==> config.mk <==
export PLATFORM = sky130hd
export DESIGN_NAME = scc_clock_ctrl
export DESIGN_NICKNAME = d
export VERILOG_FILES = /design/src/logic/scc_pkg.sv /design/src/logic/scc_clock_ctrl.sv
export VERILOG_INCLUDE_DIRS = /design/src /design/src/logic
export SDC_FILE = /design/constraint.sdc
export NUM_CORES = 1
export LEC_CHECK = 0
export BUFFER_PORTS_ARGS = -buffer_cell sky130_fd_sc_hd__buf_2
export CAP_MARGIN = 30
export CORE_MARGIN = 10
export CORE_UTILIZATION = 40
export DETAILED_ROUTE_END_ITERATION = 10
export GPL_TIMING_DRIVEN = 0
export PLACE_DENSITY = 0.72
export SETUP_SLACK_MARGIN = 0.05
export SLEW_MARGIN = 40
export SYNTH_ARGS = -nofsm -noshare
export SYNTH_HDL_FRONTEND = slang
export SYNTH_SLANG_ARGS = --single-unit
==> constraint.sdc <==
create_clock -name mclk -period 3.6 [get_ports mclk]
set_input_delay 0.36 -clock mclk [delete_from_list [all_inputs] [get_ports mclk]]
set_output_delay 0.36 -clock mclk [all_outputs]
set_load 0.05 [all_outputs]
==> src/logic/scc_params.svh <==
`ifndef SCC_PARAMS_SVH
`define SCC_PARAMS_SVH

// Register byte addresses
`define SCC_CTRL_OFF 8'h00
`define SCC_PRESC_OFF 8'h04
`define SCC_PLLINC_OFF 8'h08
`define SCC_AUDINC_OFF 8'h0C
`define SCC_STAT_OFF 8'h10
`define SCC_IRQ_OFF 8'h14

// Control register fields
`define SCC_CTRL_SW_LSB 0
`define SCC_CTRL_EXT_EN 2
`define SCC_CTRL_CSS_EN 3
`define SCC_CTRL_PLL_EN 4
`define SCC_CTRL_PLL_SRC 5
`define SCC_CTRL_AUD_EN 6

// Prescaler register fields, three bits of log2 divide each
`define SCC_PRESC_AHB_LSB 0
`define SCC_PRESC_APB2_LSB 3
`define SCC_PRESC_APB1_LSB 6

// Interrupt register fields
`define SCC_IRQ_EXT_IE 0
`define SCC_IRQ_PLL_IE 1
`define SCC_IRQ_EXT_CLR 8
`define SCC_IRQ_PLL_CLR 9

// Status register fields
`define SCC_STAT_SRC_LSB 0
`define SCC_STAT_EXT_OK 2
`define SCC_STAT_LOCK 3
`define SCC_STAT_EXT_FAIL 4
`define SCC_STAT_PLL_FAIL 5

// Reset values
`define SCC_CTRL_RST 32'h0000_0000
`define SCC_PRESC_RST 9'h000
`define SCC_PLLINC_RST 16'h0000
`define SCC_AUDINC_RST 16'h0000

// Timing
`define SCC_MCLK_MHZ 100
`define SCC_EXT_MIN_MHZ 4
`define SCC_FAIL_TIME_NS 1000
`define SCC_FAIL_CYC ((`SCC_FAIL_TIME_NS * `SCC_MCLK_MHZ) / 1000)
`define SCC_LOCK_TIME_NS 2000
`define SCC_LOCK_CYC ((`SCC_LOCK_TIME_NS * `SCC_MCLK_MHZ) / 1000)

// Frequency ceilings as oscillator increments (f = inc * mclk / 65536)
`define SCC_PLL_MAX_MHZ 84
`define SCC_APB1_MAX_MHZ 42
`define SCC_PLL_INC_MAX ((`SCC_PLL_MAX_MHZ * 65536) / `SCC_MCLK_MHZ)
`define SCC_APB1_INC_MAX ((`SCC_APB1_MAX_MHZ * 65536) / `SCC_MCLK_MHZ)

`endif

==> src/logic/scc_pkg.sv <==
package scc_pkg;

   typedef enum logic [1:0] {SCC_SRC_RC, SCC_SRC_EXT, SCC_SRC_PLL} scc_src_e;

   typedef enum logic [1:0] {SCC_SW_RUN, SCC_SW_OLD, SCC_SW_NEW} scc_sw_e;

   typedef struct packed {
      logic rc_s1;
      logic rc_s2;
      logic rc_s3;
      logic ex_s1;
      logic ex_s2;
      logic ex_s3;
      scc_src_e sw_sel;
      logic ext_en;
      logic css_en;
      logic pll_en;
      logic pll_src;
      logic aud_en;
      logic [2:0][2:0] presc;
      logic [15:0] pll_inc;
      logic [15:0] aud_inc;
      logic ext_ie;
      logic pll_ie;
      logic ext_fail;
      logic pll_fail;
      scc_src_e active;
      scc_src_e target;
      scc_sw_e sw;
      logic [7:0] ext_wd;
      logic [7:0] lock_cnt;
      logic pll_lock;
      logic [15:0] pll_acc;
      logic [15:0] aud_acc;
      logic [2:0][7:0] pre_cnt;
      logic sys_tick;
      logic [2:0] dom_tick;
      logic aud_tick;
      logic [31:0] rdata;
   } scc_state_s;

endpackage : scc_pkg

==> src/logic/scc_clock_ctrl.sv <==
`timescale 1ns/10ps
`include "scc_params.svh"

// Functional notes
// - Every reset leaves the system clock on the 16 MHz internal RC oscillator.
// - Software selects the RC oscillator or the 4-26 MHz external source.
// - A watched external source that stops makes hardware fall back to RC.
// - An external failure raises an interrupt only if software enabled it.
// - The chosen oscillator feeds a main PLL capped at 84 MHz.
// - Loss of the PLL input is flagged and can interrupt software.
// - Separate prescalers derive the AHB, fast APB and slow APB clocks.
// - AHB and fast APB clocks stay at or below 84 MHz.
// - The slow APB clock never exceeds 42 MHz, dividing a PLL above that by two at least.
// - An audio PLL produces the audio master clock for 8-192 kHz rates.
module scc_clock_ctrl
#(
   parameter int LOCK_CYC = `SCC_LOCK_CYC
)
(
   // Clock and reset
   input wire logic mclk,
   input wire logic rst_n,
   // Register port
   input wire logic [7:0] addr,
   input wire logic [31:0] wdata,
   input wire logic wr,
   input wire logic rd,
   output logic [31:0] rdata,
   // Oscillator pins
   input wire logic rc_osc_in,
   input wire logic ext_osc_in,
   // Clock outputs as one-cycle ticks of mclk
   output logic sys_tick,
   output logic ahb_tick,
   output logic apb2_tick,
   output logic apb1_tick,
   output logic audio_mclk_tick,
   // Status
   output scc_pkg::scc_src_e sys_src,
   output logic ext_fail_irq,
   output logic pll_fail_irq
);
   import scc_pkg::*;

   // The lock counter is eight bits wide
   if (LOCK_CYC < 1 || LOCK_CYC > 255)
   begin : g_bad_lock
      $error("LOCK_CYC must lie in 1..255");
   end

   scc_state_s q;
   scc_state_s d;

   always_comb
   begin
      logic rc_tk;
      logic ex_tk;
      logic pll_tk;
      logic ext_ok;
      logic pll_in_ok;
      logic ext_fail_ev;
      logic pll_fail_ev;
      logic old_tk;
      logic new_tk;
      logic tgt_ready;
      logic [16:0] sum;
      logic [15:0] inc;
      logic [2:0] lg;
      logic [7:0] div;
      rc_tk = 1'b0;
      ex_tk = 1'b0;
      pll_tk = 1'b0;
      ext_ok = 1'b0;
      pll_in_ok = 1'b0;
      ext_fail_ev = 1'b0;
      pll_fail_ev = 1'b0;
      old_tk = 1'b0;
      new_tk = 1'b0;
      tgt_ready = 1'b0;
      sum = 17'h0_0000;
      inc = 16'h0000;
      lg = 3'h0;
      div = 8'h00;
      d = q;

      // Pin synchronisers; edges are taken from the second stage on
      d.rc_s1 = rc_osc_in;
      d.rc_s2 = q.rc_s1;
      d.rc_s3 = q.rc_s2;
      d.ex_s1 = ext_osc_in;
      d.ex_s2 = q.ex_s1;
      d.ex_s3 = q.ex_s2;
      rc_tk = q.rc_s2 & ~q.rc_s3;
      ex_tk = q.ex_s2 & ~q.ex_s3;

      // Watchdog on the external source: no edge for longer than a few
      // periods of the slowest allowed crystal means it has stopped
      if (!q.ext_en || ex_tk)
         d.ext_wd = 8'h00;
      else if (q.ext_wd != 8'(`SCC_FAIL_CYC))
         d.ext_wd = q.ext_wd + 8'h01;
      ext_ok = q.ext_en && (q.ext_wd != 8'(`SCC_FAIL_CYC));
      ext_fail_ev = q.ext_en && q.css_en &&
         (q.ext_wd == 8'(`SCC_FAIL_CYC - 1)) && !ex_tk;

      // Main PLL, modelled as a phase accumulator once locked
      pll_in_ok = q.pll_src ? ext_ok : 1'b1;
      pll_fail_ev = q.pll_en && q.pll_lock && !pll_in_ok;
      if (!q.pll_en || !pll_in_ok)
      begin
         d.lock_cnt = 8'h00;
         d.pll_lock = 1'b0;
         d.pll_acc = 16'h0000;
      end
      else if (!q.pll_lock)
      begin
         d.lock_cnt = q.lock_cnt + 8'h01;
         d.pll_lock = (q.lock_cnt == 8'(LOCK_CYC - 1));
      end
      else
      begin
         inc = (q.pll_inc > 16'(`SCC_PLL_INC_MAX)) ?
            16'(`SCC_PLL_INC_MAX) : q.pll_inc;
         sum = {1'b0, q.pll_acc} + {1'b0, inc};
         d.pll_acc = sum[15:0];
         pll_tk = sum[16];
      end

      // Audio PLL runs from the main PLL's reference once that is locked
      if (!q.aud_en || !q.pll_lock)
      begin
         d.aud_acc = 16'h0000;
         d.aud_tick = 1'b0;
      end
      else
      begin
         sum = {1'b0, q.aud_acc} + {1'b0, q.aud_inc};
         d.aud_acc = sum[15:0];
         d.aud_tick = sum[16];
      end

      // Source switch: the old clock's next edge closes its last whole
      // period and is swallowed, then the output waits for a fresh edge of
      // the new one, so a phase can only be stretched, never cut short
      unique case (q.active)
         SCC_SRC_RC: old_tk = rc_tk;
         SCC_SRC_EXT: old_tk = ex_tk;
         SCC_SRC_PLL: old_tk = pll_tk;
         default: old_tk = 1'b0;
      endcase
      unique case (q.target)
         SCC_SRC_RC: new_tk = rc_tk;
         SCC_SRC_EXT: new_tk = ex_tk;
         SCC_SRC_PLL: new_tk = pll_tk;
         default: new_tk = 1'b0;
      endcase
      unique case (q.sw_sel)
         SCC_SRC_RC: tgt_ready = 1'b1;
         SCC_SRC_EXT: tgt_ready = ext_ok;
         SCC_SRC_PLL: tgt_ready = q.pll_lock;
         default: tgt_ready = 1'b0;
      endcase
      d.sys_tick = 1'b0;
      unique case (q.sw)
         SCC_SW_RUN:
         begin
            d.sys_tick = old_tk;
            if (q.sw_sel != q.active && tgt_ready)
            begin
               d.target = q.sw_sel;
               d.sw = SCC_SW_OLD;
            end
         end
         SCC_SW_OLD:
         begin
            if (old_tk)
               d.sw = SCC_SW_NEW;
         end
         SCC_SW_NEW:
         begin
            d.sys_tick = new_tk;
            if (new_tk)
            begin
               d.active = q.target;
               d.sw = SCC_SW_RUN;
            end
         end
      endcase
      // A dead external source would never finish a switch in flight, so
      // the fallback overrides any state of the switch
      if (ext_fail_ev && (q.active == SCC_SRC_EXT ||
         q.target == SCC_SRC_EXT || (q.pll_src &&
         (q.active == SCC_SRC_PLL || q.target == SCC_SRC_PLL))))
      begin
         d.target = SCC_SRC_RC;
         d.sw = SCC_SW_NEW;
      end

      // Prescalers, all counting system clock ticks
      for (int i = 0; i < 3; i++)
      begin
         lg = q.presc[i];
         if (i == 2 && lg == 3'h0 && q.active == SCC_SRC_PLL &&
            q.pll_inc > 16'(`SCC_APB1_INC_MAX))
            lg = 3'h1;
         div = 8'h01 << lg;
         d.dom_tick[i] = 1'b0;
         if (q.sys_tick)
         begin
            if (q.pre_cnt[i] >= div - 8'h01)
            begin
               d.pre_cnt[i] = 8'h00;
               d.dom_tick[i] = 1'b1;
            end
            else
               d.pre_cnt[i] = q.pre_cnt[i] + 8'h01;
         end
      end

      // Register writes
      if (wr)
      begin
         unique case (addr)
            `SCC_CTRL_OFF:
            begin
               d.sw_sel = (wdata[`SCC_CTRL_SW_LSB +: 2] == 2'h3) ?
                  q.sw_sel : scc_src_e'(wdata[`SCC_CTRL_SW_LSB +: 2]);
               d.ext_en = wdata[`SCC_CTRL_EXT_EN];
               d.css_en = wdata[`SCC_CTRL_CSS_EN];
               d.pll_en = wdata[`SCC_CTRL_PLL_EN];
               d.pll_src = wdata[`SCC_CTRL_PLL_SRC];
               d.aud_en = wdata[`SCC_CTRL_AUD_EN];
            end
            `SCC_PRESC_OFF:
            begin
               d.presc[0] = wdata[`SCC_PRESC_AHB_LSB +: 3];
               d.presc[1] = wdata[`SCC_PRESC_APB2_LSB +: 3];
               d.presc[2] = wdata[`SCC_PRESC_APB1_LSB +: 3];
            end
            `SCC_PLLINC_OFF: d.pll_inc = wdata[15:0];
            `SCC_AUDINC_OFF: d.aud_inc = wdata[15:0];
            `SCC_IRQ_OFF:
            begin
               d.ext_ie = wdata[`SCC_IRQ_EXT_IE];
               d.pll_ie = wdata[`SCC_IRQ_PLL_IE];
               d.ext_fail = q.ext_fail & ~wdata[`SCC_IRQ_EXT_CLR];
               d.pll_fail = q.pll_fail & ~wdata[`SCC_IRQ_PLL_CLR];
            end
            default: ;
         endcase
      end

      // Failure handling; a new event beats a clear in the same cycle
      if (ext_fail_ev)
      begin
         d.ext_fail = 1'b1;
         if (q.sw_sel == SCC_SRC_EXT ||
            (q.sw_sel == SCC_SRC_PLL && q.pll_src))
            d.sw_sel = SCC_SRC_RC;
      end
      if (pll_fail_ev)
         d.pll_fail = 1'b1;

      // Register reads, answered in the next cycle
      d.rdata = 32'h0000_0000;
      if (rd)
      begin
         unique case (addr)
            `SCC_CTRL_OFF:
            begin
               d.rdata[`SCC_CTRL_SW_LSB +: 2] = q.sw_sel;
               d.rdata[`SCC_CTRL_EXT_EN] = q.ext_en;
               d.rdata[`SCC_CTRL_CSS_EN] = q.css_en;
               d.rdata[`SCC_CTRL_PLL_EN] = q.pll_en;
               d.rdata[`SCC_CTRL_PLL_SRC] = q.pll_src;
               d.rdata[`SCC_CTRL_AUD_EN] = q.aud_en;
            end
            `SCC_PRESC_OFF: d.rdata[8:0] = q.presc;
            `SCC_PLLINC_OFF: d.rdata[15:0] = q.pll_inc;
            `SCC_AUDINC_OFF: d.rdata[15:0] = q.aud_inc;
            `SCC_STAT_OFF:
            begin
               d.rdata[`SCC_STAT_SRC_LSB +: 2] = q.active;
               d.rdata[`SCC_STAT_EXT_OK] = ext_ok;
               d.rdata[`SCC_STAT_LOCK] = q.pll_lock;
               d.rdata[`SCC_STAT_EXT_FAIL] = q.ext_fail;
               d.rdata[`SCC_STAT_PLL_FAIL] = q.pll_fail;
            end
            `SCC_IRQ_OFF:
            begin
               d.rdata[`SCC_IRQ_EXT_IE] = q.ext_ie;
               d.rdata[`SCC_IRQ_PLL_IE] = q.pll_ie;
            end
            default: d.rdata = 32'h0000_0000;
         endcase
      end
   end

   always_ff @(posedge mclk or negedge rst_n)
   begin
      if (!rst_n)
      begin
         q <= '0;
         q.sw_sel <= SCC_SRC_RC;
         q.active <= SCC_SRC_RC;
         q.target <= SCC_SRC_RC;
         q.sw <= SCC_SW_RUN;
         q.presc <= `SCC_PRESC_RST;
         q.pll_inc <= `SCC_PLLINC_RST;
         q.aud_inc <= `SCC_AUDINC_RST;
      end
      else
         q <= d;
   end

   assign rdata = q.rdata;
   assign sys_tick = q.sys_tick;
   assign ahb_tick = q.dom_tick[0];
   assign apb2_tick = q.dom_tick[1];
   assign apb1_tick = q.dom_tick[2];
   assign audio_mclk_tick = q.aud_tick;
   assign sys_src = q.active;
   assign ext_fail_irq = q.ext_fail & q.ext_ie;
   assign pll_fail_irq = q.pll_fail & q.pll_ie;

endmodule : scc_clock_ctrl

==> results.md <==
* Gr ovfl total at 0
* Syn-to-layout area delta at 18.3%
* ANT nets after route at 0
* Slew @ Worst Pin at 0.804 ns
* Yosys top cell area share at 42.4%
* Num CTS Buffers at 17
* Design Area, Final at 11000 µm²
* Crit path time final at 3.73 ns
* Placed cell area at 10100 µm²
* YS warnings at 0
* Final nets at 1161
* CTS tree: yes
* Final WL at 22100 µm
* Hold_ws at 0.0365 ns
* Netlist cell types at 70
* GRT Resource Usage Total at 14.8%
* Worst setup path category: reg2reg
* IO Port Bufs at 52
* Drt first pass iters at 4
* DIE WIDTH at 173 µm
* Gpl congestion at 0.860
* Power per Cell Area at 448 nW/µm²
* #FFs+latches synth at 158
* Synth Cell Area at 9320 µm²
* Min-Delay Path Class: in2reg
* Met2 usage at 25.0%
* Worst r2r src: q[140]
* Drt drc at 0
* Final Hold Viols at 0
* Mapped Cells at 937
* Met1 Usage GRT at 17.9%
* FF-to-FF End: q[111]
* Number of enable flip-flop cells after synthesis at 0
* Min setup slack post-route at -0.126 ns
* Initial Utilization at 40.9%
* Largest net degree at the start of global routing at 75
* Status: complete, but fails checks
* Hold Path Sink: d[169]
* Filler instances at 2082
* Vias at 7157
* Clock transition at path regs at 0.06 ns
* Reg2reg path depth at 15
* Clock tree buffer depth at 2
* Top Ports at 87
* Critical Path AT at 4.04 ns
* Final setup vio count at 4
* Min-Delay Startpoint: ext_osc_in
* Worst rel slew slack at 46.4%
* Global-route wire length before repair at 36700 µm
* Average via count per standard cell at 5.22
* RSZ-0062 raised after global routing: yes
* Number of global-route vias before repair at 7175
* R2R setup slack at -0.13 ns
* VDD IR max at 0.373 mV
* Hpwl dp at 16100 µm
* MaxCap Viol Count at 0
* Ranking of synthesized cells by area: dfrtp_1, ha_1, mux2_2
* Tcrit/Tclk final at 103%
* CP required at 3.92 ns
* Most numerous cell in the Yosys netlist: dfrtp_1
* Area leader, netlist: dfrtp_1
* Initial antenna violation count at 3
* Met3 Use GR at 3.33%
* Max frequency at 268 MHz
* Die Span Y at 173 µm
* Root buf cell: clkbuf_16
* Row count at 55
* Ratio of cells with drive above 1 in the final layout at 22.9%
* Clock Latency Late Sink at 0.43 ns
* Clk sinks at 158
* Final Max Slew Viols at 0
* Failing checks: setup timing
* Final TNS setup at -0.265 ns
* Critical Path Sink Type: flip-flop
* Register area share after synthesis at 42.4%
* Crit-path max FO at 4
* Grt peak-use layer: met2
* Core area at 22800 µm²
* Hold depth at 1
* Commonest cells post-synth: dfrtp_1, nor2_1, ha_1
* Die area at 29800 µm²
* Starting DRT DRC Count at 448
* Top_reg_cell synth: dfrtp_1
* Crit start category: flip-flop
* Setup Skew at 0.00898 ns
* Drt wl/cell at 16.2 µm
* Async set-reset flop share out of synthesis at 100%
* # H-tree levels at 4
* Mean post-synth cell area at 9.95 µm²
* Leakage power at 5.23 nW
[power breakdown]
part	total, mW	internal (mW)	switching (mW)
sequential	2.09	1.93	0.167
clock	1.86	1.12	0.735
combinational	0.985	0.426	0.559
total	4.93	3.47	1.46
[per-layer routing]
| metal | vias up | wire length [µm] |
|---|---|---|
| met3 | 37 | 809 |
| met1 | 3485 | 9760 |
| met2 | 136 | 11000 |
| met5 | - | 18 |
| li1 | 3497 | - |
| met4 | 2 | 587 |
[layout make-up]
| class | instances | area (µm²) | share of cell area, % |
|---|---|---|---|
| clock inverters | 10 | 138 | 1.25 |
| flip-flops and latches | 158 | 3960 | 35.9 |
| well taps | 313 | 392 | 3.55 |
| multi-input cells | 702 | 5120 | 46.4 |
| clock buffers | 20 | 457 | 4.14 |
| repair buffers | 72 | 467 | 4.23 |
| plain buffers | 64 | 380 | 3.45 |
| inverters | 30 | 113 | 1.02 |
| diodes | 1 | 2.50 | 0.0227 |
[cell families (layout without fill, tap and decap cells)]
logic type	count (synthesis)	count (layout)	synth area share, %
flip-flops	158	158	42.4
buffers and inverters	94	196	5.21
AO/OA/AOI/OAI	196	196	14.3
XOR/XNOR	48	48	4.51
AND/OR/NAND/NOR	295	295	15.2
adder cells (fa/ha/maj)	70	70	9.56
multiplexers	74	74	8.78
other	2	20	0.0806
[worst max-delay path by stage]
stage / cells past startpoint / end / slack (ns) / from
floorplan: 15 / q[111] / 0.01 / q[140]
global placement: 15 / q[111] / -0.28 / q[140]
detailed placement: 15 / q[111] / -0.28 / q[140]
CTS: 15 / q[111] / -0.12 / q[143]
global route: 15 / q[111] / -0.28 / q[140]
finish: 15 / q[111] / -0.13 / q[140]
[critical path, stage by stage (launching register included)]
cell	delay, ns
dfrtp_1	0.40
nor4_1	0.29
o21ai_1	0.11
a41o_1	0.20
a21oi_2	0.16
nor2_2	0.06
buf_6	0.12
or2_4	0.23
fa_2	0.38
a211oi_4	0.31
o31ai_4	0.13
a2111oi_4	0.38
o221ai_2	0.16
and2_4	0.17
o221a_4	0.26
a211o_1	0.25
[through the flow]
step	util (%)	setup WS (ns)	std cells	power, mW
5_1_grt	48.4	-0.279	1369	5.20
3_5_place_dp	44.5	-0.284	1321	3.05
2_1_floorplan	-	0.0113	954	2.78
6_report	48.4	-0.126	1370	4.93
4_1_cts	47.7	-0.118	1365	4.95
3_3_place_gp	44.2	-0.278	1319	3.00
[registers in the layout, indices dropped and copies added, names as in the netlist]
signal,count
q,131
apb1_tick,1
apb2_tick,1
ahb_tick,1
audio_mclk_tick,1
d,4
sys_src,2
sys_tick,1
rdata,16
[repair_timing]
item | CTS | global route
pin swaps | 14 | 15
buffers inserted | 13 | 4
setup endpoints to repair | 10 | 21
hold buffers | 1 | 0
gates resized for setup | 14 | 31
hold endpoints to repair | 24 | 0
[placed cells by master, fill, tap and decap left out, types with 5 or more instances in the layout]
cell and count:
a211oi_1 6, a21o_1 18, a21oi_1 44, a22o_1 6, a22oi_1 11, and3_1 9, buf_2 55, buf_4 50
clkbuf_1 24, clkbuf_16 17, conb_1 19, dfrtp_1 154, ha_1 66, inv_1 30, mux2_2 52, mux2i_1 21
nand2_1 55, nand2b_1 9, nand3_1 18, nand4_1 9, nor2_1 111, nor2b_1 13, nor3_1 18, o21a_1 9
o21ai_0 36, o21ai_1 5, o22ai_1 5, o2bb2ai_1 6, or2_2 8, or3_1 10, xnor2_1 27, xor2_1 21
No activity file was read; power rests on OpenSTA's default activity.
